**src/inc/tca_pkg.sv**
```systemverilog
// Purpose: Shared constants for the transfer count and activation block
// Assumes: AXI4-Lite register window with 8 decoded address bits
// Notes:   Offsets are byte addresses of aligned 32-bit words

package tca_pkg;

	// ----------------------------------------------------------------
	// Register offsets
	// ----------------------------------------------------------------
	localparam logic [7:0]  ADDR_CRA   = 8'h00;
	localparam logic [7:0]  ADDR_CRB   = 8'h04;
	localparam logic [7:0]  ADDR_ENA0  = 8'h08; // Banks at 08,0c,10,14,18
	localparam logic [7:0]  ADDR_SAV   = 8'h1c;
	localparam logic [7:0]  ADDR_MHC   = 8'h20;
	localparam logic [7:0]  ADDR_CTRL  = 8'h24;
	localparam logic [7:0]  ADDR_STAT  = 8'h28;
	localparam logic [7:0]  ADDR_CLR   = 8'h2c;
	localparam logic [7:0]  ADDR_IEN   = 8'h30;
	localparam logic [7:0]  ADDR_STATE = 8'h34;
	localparam logic [7:0]  ADDR_VADDR = 8'h38;

	// ----------------------------------------------------------------
	// Sizes, fields and reset values
	// ----------------------------------------------------------------
	localparam int          NUM_BANKS    = 5;
	localparam int          NUM_SRC      = 40;
	localparam int          SAV_EN_BIT   = 7;
	localparam int          MHC_HALT_BIT = 14;
	localparam int          CTRL_EACH    = 2;
	localparam int          EV_END       = 0;
	localparam int          EV_EXH       = 1;
	localparam int          EV_HALT      = 2;
	localparam int          NUM_EV       = 3;
	localparam logic [15:0] MHC_RESET    = 16'h3fff;
	localparam logic [7:0]  ENA_RESET    = 8'h00;
	localparam logic [7:0]  SAV_RESET    = 8'h00;
	localparam logic [15:0] CNT_RESET    = 16'h0000;
	localparam logic [15:0] VEC_BASE     = 16'h0400;
	localparam logic [1:0]  MODE_NORMAL  = 2'h0;
	localparam logic [1:0]  MODE_REPEAT  = 2'h1;
	localparam logic [1:0]  MODE_BLOCK   = 2'h2;
	localparam logic [1:0]  RESP_OKAY    = 2'h0;
	localparam logic [1:0]  RESP_SLVERR  = 2'h2;

	// Vector table address for a 7-bit vector number
	function automatic logic [15:0] vecAddrOf(input logic [6:0] vec);
		return VEC_BASE + {8'h00, vec, 1'b0};
	endfunction

	// Byte-lane merge of a 16-bit register with write data
	function automatic logic [15:0] mergeLanes(input logic [15:0] old,
		input logic [31:0] data, input logic [3:0] strb);
		logic [15:0] res;
		res = old;
		if (strb[0]) res[7:0] = data[7:0];
		if (strb[1]) res[15:8] = data[15:8];
		return res;
	endfunction

endpackage

```
**src/tca_count_step.sv**
```systemverilog
// Purpose: Next-count computation for one data transfer
// Assumes: Called once per completed data transfer
// Notes:   Purely combinational; a loaded zero counts as the full range

`timescale 1ns/1ps
`default_nettype none

module tca_count_step
	import tca_pkg::*;
(
	input  wire logic [1:0]  mode,
	input  wire logic [15:0] craCur,
	input  wire logic [15:0] crbCur,
	output logic      [15:0] craNext,
	output logic      [15:0] crbNext,
	output logic             activationEnd,
	output logic             exhausted
);

	logic [7:0] lowNext;

	// ----------------------------------------------------------------
	// Count update per mode
	// ----------------------------------------------------------------
	always_comb begin
		lowNext       = craCur[7:0] - 8'h01; // 00 wraps to ff: 256 transfers
		craNext       = craCur - 16'h0001;   // 0000 wraps: 65536 transfers
		crbNext       = crbCur;
		activationEnd = 1'b1;
		exhausted     = (craNext == 16'h0000);
		if (mode == MODE_REPEAT) begin
			craNext   = {craCur[15:8], (lowNext == 8'h00) ? craCur[15:8] : lowNext};
			exhausted = 1'b0;
		end else if (mode == MODE_BLOCK) begin
			craNext       = {craCur[15:8], (lowNext == 8'h00) ? craCur[15:8] : lowNext};
			activationEnd = (lowNext == 8'h00);
			crbNext       = activationEnd ? crbCur - 16'h0001 : crbCur;
			exhausted     = activationEnd && (crbNext == 16'h0000);
		end
	end

endmodule

`default_nettype wire

```
**src/tca_src_pick.sv**
```systemverilog
// Purpose: Fixed-priority choice among enabled activation requests
// Assumes: Lowest source number has the highest priority
// Notes:   Purely combinational

`timescale 1ns/1ps
`default_nettype none

module tca_src_pick
	import tca_pkg::*;
(
	input  wire logic [NUM_SRC-1:0] srcReq,
	input  wire logic [NUM_SRC-1:0] srcEn,
	output logic                    found,
	output logic      [5:0]         srcIdx
);

	// ----------------------------------------------------------------
	// Priority search, lowest index wins
	// ----------------------------------------------------------------
	always_comb begin
		found  = 1'b0;
		srcIdx = 6'h00;
		for (int i = NUM_SRC - 1; i >= 0; i--) begin
			if (srcReq[i] && srcEn[i]) begin
				found  = 1'b1;
				srcIdx = 6'(i);
			end
		end
	end

endmodule

`default_nettype wire

```
**src/tca_top.sv**
```systemverilog
// Purpose: Transfer counting, activation enables, software activation, halt
// Assumes: Single 50 MHz clock; interrupt controller and engine on same clock
// Notes:   Registers over AXI4-Lite; standby pin is synchronised
//
// The address map and register access over AXI4-Lite were decided locally.

`timescale 1ns/1ps
`default_nettype none

module tca_top
	import tca_pkg::*;
(
	input  wire logic               clk,
	input  wire logic               rst_n,
	input  wire logic [7:0]         s_axi_awaddr,
	input  wire logic               s_axi_awvalid,
	output logic                    s_axi_awready,
	input  wire logic [31:0]        s_axi_wdata,
	input  wire logic [3:0]         s_axi_wstrb,
	input  wire logic               s_axi_wvalid,
	output logic                    s_axi_wready,
	output logic      [1:0]         s_axi_bresp,
	output logic                    s_axi_bvalid,
	input  wire logic               s_axi_bready,
	input  wire logic [7:0]         s_axi_araddr,
	input  wire logic               s_axi_arvalid,
	output logic                    s_axi_arready,
	output logic      [31:0]        s_axi_rdata,
	output logic      [1:0]         s_axi_rresp,
	output logic                    s_axi_rvalid,
	input  wire logic               s_axi_rready,
	input  wire logic               hwStandby,
	input  wire logic [NUM_SRC-1:0] srcReq,
	input  wire logic               xferDone,
	output logic                    xferReq,
	output logic      [15:0]        vecAddr,
	output logic      [5:0]         actSrc,
	output logic                    actSoft,
	output logic                    cpuIrqReq,
	output logic                    srcFlagClr,
	output logic                    moduleStop,
	output logic                    irq
);

	typedef enum logic {ST_IDLE, ST_RUN} tca_state_e;

	tca_state_e          st_q;
	logic                sb1_q, sb2_q;
	logic                bvalid_q, rvalid_q;
	logic [1:0]          bresp_q, rresp_q;
	logic [31:0]         rdata_q, rdata_d;
	logic                rdHit;
	logic [15:0]         cra_q, crb_q, craNext, crbNext;
	logic [NUM_SRC-1:0]  actEn_q;
	logic [7:0]          sav_q;
	logic                readOne_q, swPend_q;
	logic [15:0]         mhc_q, mhc_d;
	logic [2:0]          ctrl_q;
	logic [NUM_EV-1:0]   stat_q, ien_q, evSet;
	logic [15:0]         vecAddr_q;
	logic [5:0]          curSrc_q, pickIdx;
	logic                curSw_q, cpuIrq_q, flagClr_q, stop_q;
	logic                pickFound, actEnd, exhausted;
	logic                wrFire, rdFire, busy, halt, standby, eachIrq;
	logic                startHw, startSw, doneStep, endNow;

	// ----------------------------------------------------------------
	// Standby pin synchroniser
	// ----------------------------------------------------------------
	// Two flops before any use of the pin
	always_ff @(posedge clk or negedge rst_n) begin
		if (!rst_n) begin
			sb1_q <= 1'b0;
			sb2_q <= 1'b0;
		end else begin
			sb1_q <= hwStandby;
			sb2_q <= sb1_q;
		end
	end

	// Shared control terms
	assign standby  = sb2_q;
	assign busy     = (st_q == ST_RUN);
	assign halt     = mhc_q[MHC_HALT_BIT];
	assign eachIrq  = ctrl_q[CTRL_EACH];
	assign wrFire   = s_axi_awvalid && s_axi_wvalid && !bvalid_q;
	assign rdFire   = s_axi_arvalid && !rvalid_q;
	assign doneStep = busy && xferDone;
	assign endNow   = doneStep && actEnd;

	// ----------------------------------------------------------------
	// AXI4-Lite slave
	// ----------------------------------------------------------------
	// Address and data are taken together on the same edge
	assign s_axi_awready = wrFire;
	assign s_axi_wready  = wrFire;
	assign s_axi_arready = !rvalid_q;
	assign s_axi_bvalid  = bvalid_q;
	assign s_axi_bresp   = bresp_q;
	assign s_axi_rvalid  = rvalid_q;
	assign s_axi_rresp   = rresp_q;
	assign s_axi_rdata   = rdata_q;

	// Read mux; unmapped and write-only offsets answer with an error
	always_comb begin
		rdata_d = 32'h0000_0000;
		rdHit   = 1'b1;
		unique case (s_axi_araddr)
			ADDR_CRA:   rdata_d[15:0] = cra_q;
			ADDR_CRB:   rdata_d[15:0] = crb_q;
			ADDR_SAV:   rdata_d[7:0]  = sav_q;
			ADDR_MHC:   rdata_d[15:0] = mhc_q;
			ADDR_CTRL:  rdata_d[2:0]  = ctrl_q;
			ADDR_STAT:  rdata_d[NUM_EV-1:0] = stat_q;
			ADDR_IEN:   rdata_d[NUM_EV-1:0] = ien_q;
			ADDR_STATE: rdata_d[8:0]  = {stop_q, curSw_q, curSrc_q, busy};
			ADDR_VADDR: rdata_d[15:0] = vecAddr_q;
			default: begin
				rdHit = 1'b0;
				for (int b = 0; b < NUM_BANKS; b++) begin
					if (s_axi_araddr == ADDR_ENA0 + 8'(4 * b)) begin
						rdata_d[7:0] = actEn_q[8*b +: 8];
						rdHit        = 1'b1;
					end
				end
			end
		endcase
	end

	// Response channels
	always_ff @(posedge clk or negedge rst_n) begin
		if (!rst_n) begin
			bvalid_q <= 1'b0;
			bresp_q  <= RESP_OKAY;
			rvalid_q <= 1'b0;
			rresp_q  <= RESP_OKAY;
			rdata_q  <= 32'h0000_0000;
		end else begin
			if (wrFire) begin
				bvalid_q <= 1'b1;
				bresp_q  <= (s_axi_awaddr <= ADDR_VADDR && s_axi_awaddr[1:0] == 2'h0 &&
				             s_axi_awaddr != ADDR_STAT && s_axi_awaddr != ADDR_STATE &&
				             s_axi_awaddr != ADDR_VADDR) ? RESP_OKAY : RESP_SLVERR;
			end else if (s_axi_bready) begin
				bvalid_q <= 1'b0;
			end
			if (rdFire) begin
				rvalid_q <= 1'b1;
				rresp_q  <= rdHit ? RESP_OKAY : RESP_SLVERR;
				rdata_q  <= rdata_d;
			end else if (s_axi_rready) begin
				rvalid_q <= 1'b0;
			end
		end
	end

	// ----------------------------------------------------------------
	// Counting and source selection
	// ----------------------------------------------------------------
	tca_count_step u_step (
		.mode          (ctrl_q[1:0]),
		.craCur        (cra_q),
		.crbCur        (crb_q),
		.craNext       (craNext),
		.crbNext       (crbNext),
		.activationEnd (actEnd),
		.exhausted     (exhausted)
	);

	tca_src_pick u_pick (
		.srcReq (srcReq),
		.srcEn  (actEn_q),
		.found  (pickFound),
		.srcIdx (pickIdx)
	);

	// Count registers; software writes only while idle
	always_ff @(posedge clk or negedge rst_n) begin
		if (!rst_n) begin
			cra_q <= CNT_RESET;
			crb_q <= CNT_RESET;
		end else if (doneStep) begin
			cra_q <= craNext;
			crb_q <= crbNext;
		end else if (wrFire && !busy) begin
			if (s_axi_awaddr == ADDR_CRA) cra_q <= mergeLanes(cra_q, s_axi_wdata, s_axi_wstrb);
			if (s_axi_awaddr == ADDR_CRB) crb_q <= mergeLanes(crb_q, s_axi_wdata, s_axi_wstrb);
		end
	end

	// Mode and per-transfer interrupt select
	always_ff @(posedge clk or negedge rst_n) begin
		if (!rst_n) begin
			ctrl_q <= 3'h0;
		end else if (wrFire && s_axi_awaddr == ADDR_CTRL && s_axi_wstrb[0]) begin
			ctrl_q <= s_axi_wdata[2:0];
		end
	end

	// ----------------------------------------------------------------
	// Activation enable banks
	// ----------------------------------------------------------------
	// Software writes first, end-of-activation clearing overrides
	always_ff @(posedge clk or negedge rst_n) begin
		if (!rst_n) begin
			actEn_q <= {NUM_BANKS{ENA_RESET}};
		end else if (standby) begin
			actEn_q <= {NUM_BANKS{ENA_RESET}};
		end else begin
			for (int b = 0; b < NUM_BANKS; b++) begin
				if (wrFire && s_axi_wstrb[0] && s_axi_awaddr == ADDR_ENA0 + 8'(4 * b))
					actEn_q[8*b +: 8] <= s_axi_wdata[7:0];
			end
			if (endNow && !curSw_q && (eachIrq || exhausted))
				actEn_q[curSrc_q] <= 1'b0;
		end
	end

	// ----------------------------------------------------------------
	// Software activation register
	// ----------------------------------------------------------------
	// Enable bit: one always taken, zero only after a read of one
	always_ff @(posedge clk or negedge rst_n) begin
		if (!rst_n) begin
			sav_q     <= SAV_RESET;
			readOne_q <= 1'b0;
			swPend_q  <= 1'b0;
		end else if (standby) begin
			sav_q     <= SAV_RESET;
			readOne_q <= 1'b0;
			swPend_q  <= 1'b0;
		end else begin
			if (rdFire && s_axi_araddr == ADDR_SAV && sav_q[SAV_EN_BIT])
				readOne_q <= 1'b1;
			if (wrFire && s_axi_awaddr == ADDR_SAV && s_axi_wstrb[0]) begin
				sav_q[6:0] <= s_axi_wdata[6:0];
				readOne_q  <= 1'b0;
				if (s_axi_wdata[SAV_EN_BIT]) begin
					sav_q[SAV_EN_BIT] <= 1'b1;
					swPend_q          <= 1'b1;
				end else if (readOne_q) begin
					sav_q[SAV_EN_BIT] <= 1'b0;
					swPend_q          <= 1'b0; // Disabled: drop a waiting start
				end
			end else if (startSw) begin
				swPend_q <= 1'b0;
			end
			if (endNow && curSw_q && !eachIrq && !exhausted)
				sav_q[SAV_EN_BIT] <= 1'b0;
		end
	end

	// ----------------------------------------------------------------
	// Module halt control
	// ----------------------------------------------------------------
	// Halt bit cannot be raised by a write while the unit is busy
	always_comb begin
		mhc_d = mergeLanes(mhc_q, s_axi_wdata, s_axi_wstrb);
		if (busy && !halt)
			mhc_d[MHC_HALT_BIT] = 1'b0;
	end

	always_ff @(posedge clk or negedge rst_n) begin
		if (!rst_n) begin
			mhc_q <= MHC_RESET;
		end else if (standby) begin
			mhc_q <= MHC_RESET;
		end else if (wrFire && s_axi_awaddr == ADDR_MHC) begin
			mhc_q <= mhc_d;
		end
	end

	// Module stop shows once the unit is idle with halt set
	always_ff @(posedge clk or negedge rst_n) begin
		if (!rst_n) begin
			stop_q <= 1'b0;
		end else begin
			stop_q <= halt && !busy;
		end
	end

	// ----------------------------------------------------------------
	// Activation sequencing
	// ----------------------------------------------------------------
	// Interrupt sources take priority over a pending soft request
	// Source flag drops one cycle after the clear pulse; no restart meanwhile
	assign startHw = !busy && !halt && !standby && !flagClr_q && pickFound;
	assign startSw = !busy && !halt && !standby && !pickFound && swPend_q;

	always_ff @(posedge clk or negedge rst_n) begin
		if (!rst_n) begin
			st_q      <= ST_IDLE;
			curSrc_q  <= 6'h00;
			curSw_q   <= 1'b0;
			vecAddr_q <= VEC_BASE;
		end else begin
			unique case (st_q)
				ST_IDLE: begin
					if (startHw) begin
						st_q      <= ST_RUN;
						curSrc_q  <= pickIdx;
						curSw_q   <= 1'b0;
						vecAddr_q <= vecAddrOf({1'b0, pickIdx});
					end else if (startSw) begin
						st_q      <= ST_RUN;
						curSw_q   <= 1'b1;
						vecAddr_q <= vecAddrOf(sav_q[6:0]);
					end
				end
				ST_RUN: begin
					if (endNow)
						st_q <= ST_IDLE;
				end
			endcase
		end
	end

	// End-of-activation pulses to the interrupt controller
	always_ff @(posedge clk or negedge rst_n) begin
		if (!rst_n) begin
			cpuIrq_q  <= 1'b0;
			flagClr_q <= 1'b0;
		end else begin
			cpuIrq_q  <= endNow && (eachIrq || exhausted);
			flagClr_q <= endNow && !curSw_q && !eachIrq && !exhausted;
		end
	end

	// ----------------------------------------------------------------
	// Event status and interrupt
	// ----------------------------------------------------------------
	assign evSet[EV_END]  = endNow;
	assign evSet[EV_EXH]  = endNow && exhausted;
	assign evSet[EV_HALT] = halt && !busy && !stop_q;

	// Sticky status; a new event wins over a clear in the same cycle
	always_ff @(posedge clk or negedge rst_n) begin
		if (!rst_n) begin
			stat_q <= '0;
			ien_q  <= '0;
		end else begin
			if (wrFire && s_axi_awaddr == ADDR_IEN && s_axi_wstrb[0])
				ien_q <= s_axi_wdata[NUM_EV-1:0];
			if (wrFire && s_axi_awaddr == ADDR_CLR && s_axi_wstrb[0])
				stat_q <= (stat_q & ~s_axi_wdata[NUM_EV-1:0]) | evSet;
			else
				stat_q <= stat_q | evSet;
		end
	end

	// Outputs
	assign irq        = |(stat_q & ien_q);
	assign xferReq    = busy;
	assign vecAddr    = vecAddr_q;
	assign actSrc     = curSrc_q;
	assign actSoft    = curSw_q;
	assign cpuIrqReq  = cpuIrq_q;
	assign srcFlagClr = flagClr_q;
	assign moduleStop = stop_q;
endmodule

`default_nettype wire

```
**config.mk**
```make
export PLATFORM = sky130hd
export DESIGN_NAME = tca_top
export DESIGN_NICKNAME = d
export VERILOG_FILES = /design/src/inc/tca_pkg.sv /design/src/tca_count_step.sv /design/src/tca_src_pick.sv /design/src/tca_top.sv
export SDC_FILE = /design/constraint.sdc
export NUM_CORES = 1
export LEC_CHECK = 0
export BUFFER_PORTS_ARGS = -buffer_cell sky130_fd_sc_hd__clkbuf_2
export CORE_MARGIN = 2
export CORE_UTILIZATION = 30
export DETAILED_ROUTE_END_ITERATION = 7
export PLACE_DENSITY = 0.53
export SLEW_MARGIN = 20
export SYNTH_ARGS = -nofsm -noshare
export SYNTH_HDL_FRONTEND = slang
export SYNTH_SLANG_ARGS = --single-unit
```
**constraint.sdc**
```tcl
create_clock -name clk -period 7 [get_ports clk]
set_input_delay 1.05 -clock clk [delete_from_list [all_inputs] [get_ports clk]]
set_output_delay 1.05 -clock clk [all_outputs]
set_load 0.01 [all_outputs]
```
==> metrics.md, run 1 <==
| Metric | Value |
|---|---|
| Post-CTS Repair Setup Buffers | 0 |
| Dpl ws | ~2.9 ns |
| Worst EP arrival | roughly 4.4 ns |
| Most frequent cells in the layout | nand2_1, dfrtp_1, clkbuf_2, nor2_1, o21ai_0 |
| CP max FO | 32 |
| Fin worst setup slack | about 2.9 ns |
| Hold Crit Class | flip-flop to flip-flop |
| CTS tree | built |
| Vias in the first global route | ~8,500 |
| Mean Syn Cell Area | between 8 and 9 um2 |
| Die height | 182 um |
| Critical path class | flip-flop to flip-flop |
| Non-Filler Instances | ~1,600 |
| Gpl congestion | around 0.90 |
| Wirelength per Cell | between 20 and 25 um |
| Worst clock skew | around 0.013 ns |
| Req. time, crit path | between 7 and 8 ns |
| Peak VDD IR | between 0.2 and 0.25 mV |
| Post-synth EDFFs | 0 |
| Final Power | roughly 0.0025 W |
| Sequential area share after synthesis | about two fifths |
| IO Port Bufs | 124 |
| Final ANT Viol Nets | 0 |
| ANT cells | 0 |
| Final TNS setup | 0 ns |
| CTS Root Cell | clkbuf_16 |
| Crit path cell chain | inv_1 > ha_1 > or4b_1 > o21ai_2 > and3_1 > a22oi_1 > a311oi_2 > nand4_1 > a21bo_2 > o31a_1 |
| Yosys warns | 0 |
| DRC Markers | 0 |
| Synthesized cell area | 0.00951 mm2 |
| DR vias | 9,108 |
| Final wirelength | 35,200 um |
| CP endpoint kind | flip-flop |
| CTS Buf Count | 17 |
| Largest net degree at the start of global routing | 97 |
| Post-layout minimum cycle time | just over 4 ns |
| Fmax | roughly 0.24 GHz |
| PostCTS Resize Cnt | 0 |
| Seq cells post-synth | around 150 |
| Most common cell after layout, fill and taps aside | nand2_1 |
| Pwr Density | around 230 mW/mm2 |
| Area grow syn2layout | 14.8% |
| Total Routing Usage GR | between 20% and 30% |
| Slew @ Worst Pin | 1.14 ns |
| Share of cells above drive strength 1 | a little under a fifth |
| Max-slew violation count | 0 |
| Clk slew on worst S/H paths | ~0.070 ns |
| CORE AREA | 0.0314 mm2 |
| Critical path launch point type | flip-flop |
| Router iterations before antenna repair | 5 |
| Final Hold Vio Count | 0 |
| Max-slew headroom | roughly 24% |
| Max-cap violations | 0 |
| Die X | about 180 um |
| CTS Buffer Depth | 2 |
| Leak | between 5 and 6 nW |
| Async S/R FF share, synth | 100% |
| Clk sinks | ~150 |
| Crit share post-route | around three fifths |
| Filler Cell Count | approximately 3,300 |
| Initial antenna violation count | 1 |
| Library cells used by synthesis | between 70 and 80 |
| CP max stage delay | ~0.64 ns |
| Grt total ovfl | 0 |
| Layout net count | around 1,300 |
| Detailed Place HPWL | around 25,000 um |
| Rows | 65 |
| Cells after DPL | roughly 1,600 |
| Hold-fix buffers, CTS | 0 |
| Iter 0 DRT Violations | about 930 |
| Ports | 170 |
| Initial Util | a little under a third |
| Critical path's slowest cell | and3_1 |
| Via-to-Cell Ratio | 5.71 |
| Final Setup Violations | 0 |
| Cell count after synthesis | roughly 1,100 |
| Final Cell Area | 0.0109 mm2 |
| Top FF cell, synth | dfrtp_1 |
| Status | complete, no violations |
| RSZ-0062 raised after global routing | false |
| H-Tree Level Count | 4 |
| Area after DPL | between 0.01 and 0.015 mm2 |
| First-pass GRT wire length | around 53,000 um |
| Die ar. | 0.0332 mm2 |
| Worst skew pair latency | around 0.44 ns |
## critical path, delay by kind of cell, from the launching register on
family | cells | cell delay (ns)
compound gates | 5 | 1.73
fa+ha+maj | 1 | 0.29
simple gates | 3 | 1.38
flops | 1 | 0.47
buf+inv | 1 | 0.12
## cells in the mapped netlist (5+ instances only)
library cell	number	share of area (%)
and3_1	16	1.1
a22o_1	9	0.83
nor4b_1	5	0.46
a21oi_1	56	2.9
nand3b_1	6	0.47
or3_1	5	0.33
clkbuf_1	63	2.5
dfstp_2	14	3.9
nor3_1	20	1.1
nand3_1	26	1.4
nand2_1	134	5.3
o31a_1	36	3.3
nand2b_1	12	0.79
or3b_2	5	0.46
buf_4	28	2.2
o22a_1	14	1.3
inv_1	29	1.1
nand4_1	10	0.66
a41oi_1	5	0.46
mux2_2	14	1.7
buf_6	5	0.59
dfrtp_1	133	35
nor4_1	16	1.1
a221oi_1	5	0.46
a222oi_1	8	0.84
mux2i_1	71	7.5
a32oi_1	9	0.83
nor2b_1	9	0.59
nor2_1	103	4.1
a211o_1	9	0.83
o21ai_0	74	3.9
a22oi_1	26	2.1
or4_1	5	0.39
or2_2	5	0.33
o22ai_1	5	0.33
and2_1	9	0.59
buf_1	6	0.24
a31oi_1	23	1.5
## path summary, 6_finish.rpt
kind,from,end,slack (ns),cells past startpoint
worst max-delay path,cra_q[1],actEn_q[23],2.89,10
worst min-delay path,sb1_q,sb2_q,0.35,0
worst max register to register,cra_q[1],actEn_q[23],2.89,10
worst min register to register,sb1_q,sb2_q,0.35,0
max in group asynchronous,rst_n,crb_q[8],5.02,2
min in group asynchronous,rst_n,actEn_q[3],0.67,1
## report_power, final
group          leakage [nW]  internal, W  switching (W)
Clock                 0.291     0.000576       0.000410
Combinational          2.82     0.000160       0.000292
Sequential             1.95     0.000911       0.000130
Total                  5.06      0.00165       0.000831
## metal layers
metal  GRT usage (%)  vias up  wire length, um
met1            30.7     4535            16500
met4            4.00        2              388
met5               0        -               13
met3            3.79       26             2380
met2            33.0      363            15900
li1                -     4182                -
## registers in the layout, summed over array words and instances (netlist names), 6 cells and up
name	cells
crb_q	16
vecAddr	7
actSrc	6
s_axi_rdata	16
actEn_q	40
cra_q	16
sav_q	8
mhc_q	16
## stage by stage
stage                     hold slack (ns)  utilization, %
final                               0.355            34.8
after global routing                0.369            34.8
after CTS                           0.353            34.8
after detailed placement            0.338            32.8
after global placement              0.332            32.8
after floorplan                     0.331               -
## cell families after synthesis
logic type | count (synthesis) | synth area share [%]
AO/OA/AOI/OAI | 327 | 23.9
XOR/XNOR | 4 | 0.368
adder cells (fa/ha/maj) | 3 | 0.395
buffers and inverters | 132 | 6.72
flip-flops | 147 | 38.8
multiplexers | 85 | 9.13
other | 2 | 0.0789
AND/OR/NAND/NOR | 402 | 20.6
## layout make-up
class / instances / area [um2] / share of cell area, %
multi-input cells: 848 / 5270 / 48.3
clock buffers: 19 / 443 / 4.05
flip-flops and latches: 147 / 3700 / 33.8
well taps: 402 / 503 / 4.60
repair buffers: 137 / 724 / 6.63
inverters: 29 / 109 / 0.997
clock inverters: 13 / 174 / 1.59
Power figures use the tool's default switching activity.
==> run 2, diff against run 1 <==
--- a/config.mk
+++ b/config.mk
@@ -9,7 +9,7 @@
 export CORE_MARGIN = 2
 export CORE_UTILIZATION = 30
 export DETAILED_ROUTE_END_ITERATION = 7
-export PLACE_DENSITY = 0.53
+export PLACE_DENSITY = 0.55
 export SLEW_MARGIN = 20
 export SYNTH_ARGS = -nofsm -noshare
 export SYNTH_HDL_FRONTEND = slang
==> constraint.sdc (replaced) <==
create_clock -name clk -period 3.6 [get_ports clk]
set_input_delay 0.54 -clock clk [delete_from_list [all_inputs] [get_ports clk]]
set_output_delay 0.54 -clock clk [all_outputs]
set_load 0.01 [all_outputs]
==> run 2 against run 1 <==
- utilization increased by 0.94 points
- clock skew is 0.0089 ns higher
- die area did not move
- via count up 2.2%
- critical path type unchanged
- critical endpoint is now actEn_q[15]
- largest cell class unchanged
==> metrics.md, run 2 (synthesized netlist as in run 1, its figures left out) <==
| Metric | Value |
|---|---|
| Status | complete, no violations |
| Via-to-Cell Ratio | between 5 and 6 |
| Final Core Density | a little over a third |
| Final Setup Violations | 0 |
| Total Routing Usage GR | 21.4% |
| Worst skew pair latency | 0.45 ns |
| Iter 0 DRT Violations | ~980 |
| RSZ-0062 raised after global routing | false |
| Non-Filler Instances | around 1,600 |
| Post-CTS Repair Setup Buffers | 0 |
| Die ar. | approximately 0.033 mm2 |
| Fmax | roughly 0.3 GHz |
| CTS Buf Count | 17 |
| Leak | 5.26 nW |
| Initial Util | between 30 and 40% |
| Most frequent cells in the layout | nand2_1, dfrtp_1, clkbuf_2, nor2_1, o21ai_0 |
| Critical path's slowest cell | a21bo_2 |
| Die height | 182 um |
| Final Hold Vio Count | 0 |
| Worst path bufs/invs | 1 |
| CP endpoint kind | flip-flop |
| Hold-fix buffers, CTS | 0 |
| Most common cell after layout, fill and taps aside | nand2_1 |
| Area grow syn2layout | 17.9% |
| Fin worst setup slack | ~0.22 ns |
| DRC Markers | 0 |
| Crit share post-route | 93.9% |
| Rows | 65 |
| Critical path launch point type | flip-flop |
| Final ANT Viol Nets | 0 |
| CTS Root Cell | clkbuf_16 |
| Grt total ovfl | 0 |
| Slew @ Worst Pin | 1.04 ns |
| Hold Crit Class | primary input to async pin |
| Worst clock skew | 0.0215 ns |
| DR vias | 9,306 |
| Vias in the first global route | a little under 9,000 |
| Critical path class | flip-flop to flip-flop |
| Cells after DPL | between 1,500 and 2,000 |
| Crit path cell chain | inv_1 > ha_1 > or4b_4 > nor4_4 > and3_2 > nand4b_1 > a311oi_2 > nand4_1 > a21bo_2 > o31a_1 |
| CTS Buffer Depth | 2 |
| Max-cap violations | 0 |
| Initial antenna violation count | 3 |
| Max-slew headroom | between 20% and 30% |
| IO Port Bufs | between 100 and 150 |
| CP max stage delay | between 0.4 and 0.5 ns |
| Hold Slack | around 0.12 ns |
| Peak VDD IR | 0.305 mV |
| Filler Cell Count | 3,248 |
| Gpl congestion | ~0.88 |
| Final TNS setup | 0 ns |
| Die X | 182 um |
| Clk sinks | 147 |
| Share of cells above drive strength 1 | a little over a fifth |
| Ports | 170 |
| Detailed Place HPWL | 26,400 um |
| Reg with most FFs | actEn_q |
| Final wirelength | approximately 36,000 um |
| Layout net count | approximately 1,300 |
| Largest register FFs | 40 |
| First-pass GRT wire length | between 50,000 and 60,000 um |
| Worst EP arrival | about 3.7 ns |
| Dpl ws | approximately 0.15 ns |
| CTS tree | built |
| Wirelength per Cell | 21.7 um |
| H-Tree Level Count | 4 |
| CP top delay family | simple AND/OR/NAND/NOR gates |
| Clk slew on worst S/H paths | ~0.090 ns |
| CORE AREA | around 0.031 mm2 |
| Pwr Density | between 400 and 500 mW/mm2 |
| Largest net degree at the start of global routing | between 70 and 80 |
| Router iterations before antenna repair | 6 |
| Req. time, crit path | between 3 and 4 ns |
| Max-slew violation count | 0 |
| Post-layout minimum cycle time | 3.38 ns |
| CP max FO | 32 |
## run 2: changes by cell type in the layout (fill, tap and decap cells not counted), sizes merged
| cell | before | now |
|---|---|---|
| diode | 0 | 1 |
| clkinv | 4 | 6 |
| clkbuf | 142 | 140 |
| clkinvlp | 3 | 0 |
| inv | 32 | 38 |
| buf | 14 | 53 |
| bufinv | 3 | 0 |
## run 2: path summary, 6_finish.rpt
| path | start | endpoint | slack, ns | cells past startpoint |
|---|---|---|---|---|
| worst max register to register | cra_q[1] | actEn_q[15] | 0.22 | 10 |
| min in group clk | hwStandby | sb1_q | 0.21 | 1 |
| max in group asynchronous | rst_n | mhc_q[10] | 2.54 | 2 |
| worst max-delay path | cra_q[1] | actEn_q[15] | 0.22 | 10 |
| worst min register to register | sb1_q | sb2_q | 0.36 | 0 |
| worst min-delay path | rst_n | actEn_q[12] | 0.12 | 1 |
## run 2: layout make-up
class | instances | area [um2] | area share (%)
Inverter | 29 | 109 | 0.970
Antenna cell | 1 | 2.50 | 0.0223
Sequential cell | 147 | 3700 | 33.0
Timing Repair Buffer | 176 | 1030 | 9.18
Clock inverter | 15 | 176 | 1.57
Tap cell | 402 | 503 | 4.48
Multi-Input combinational cell | 848 | 5270 | 47.0
Clock buffer | 17 | 425 | 3.79
## run 2: through the flow
| step | power (W) | area [um2] |
|---|---|---|
| final | 0.00488 | 11200 |
| after global routing | 0.00513 | 11200 |
| after CTS | 0.00491 | 11200 |
| after detailed placement | 0.00306 | 10600 |
| after global placement | 0.00305 | 10600 |
| after floorplan | 0.00258 | 9610 |
## run 2: layer usage
layer / track usage (%) / up-vias / routed length, um
li1: - / 4262 / -
met1: 30.3 / 4554 / 16300
met2: 32.5 / 426 / 15700
met3: 4.97 / 60 / 2710
met4: 6.42 / 4 / 858
met5: 0 / - / 21
## run 2: what timing repair did
| action | CTS | global route |
|---|---|---|
| hold endpoints to repair | 0 | 0 |
| setup endpoints to repair | 0 | 33 |
| gates resized for setup | 0 | 1 |
## run 2: report_power, final
part	switching, W	total, W	internal [W]
Clock	0.000898	0.00184	0.000942
Combinational	0.000650	0.00108	0.000425
Sequential	0.000196	0.00197	0.00177
Total	0.00174	0.00488	0.00314
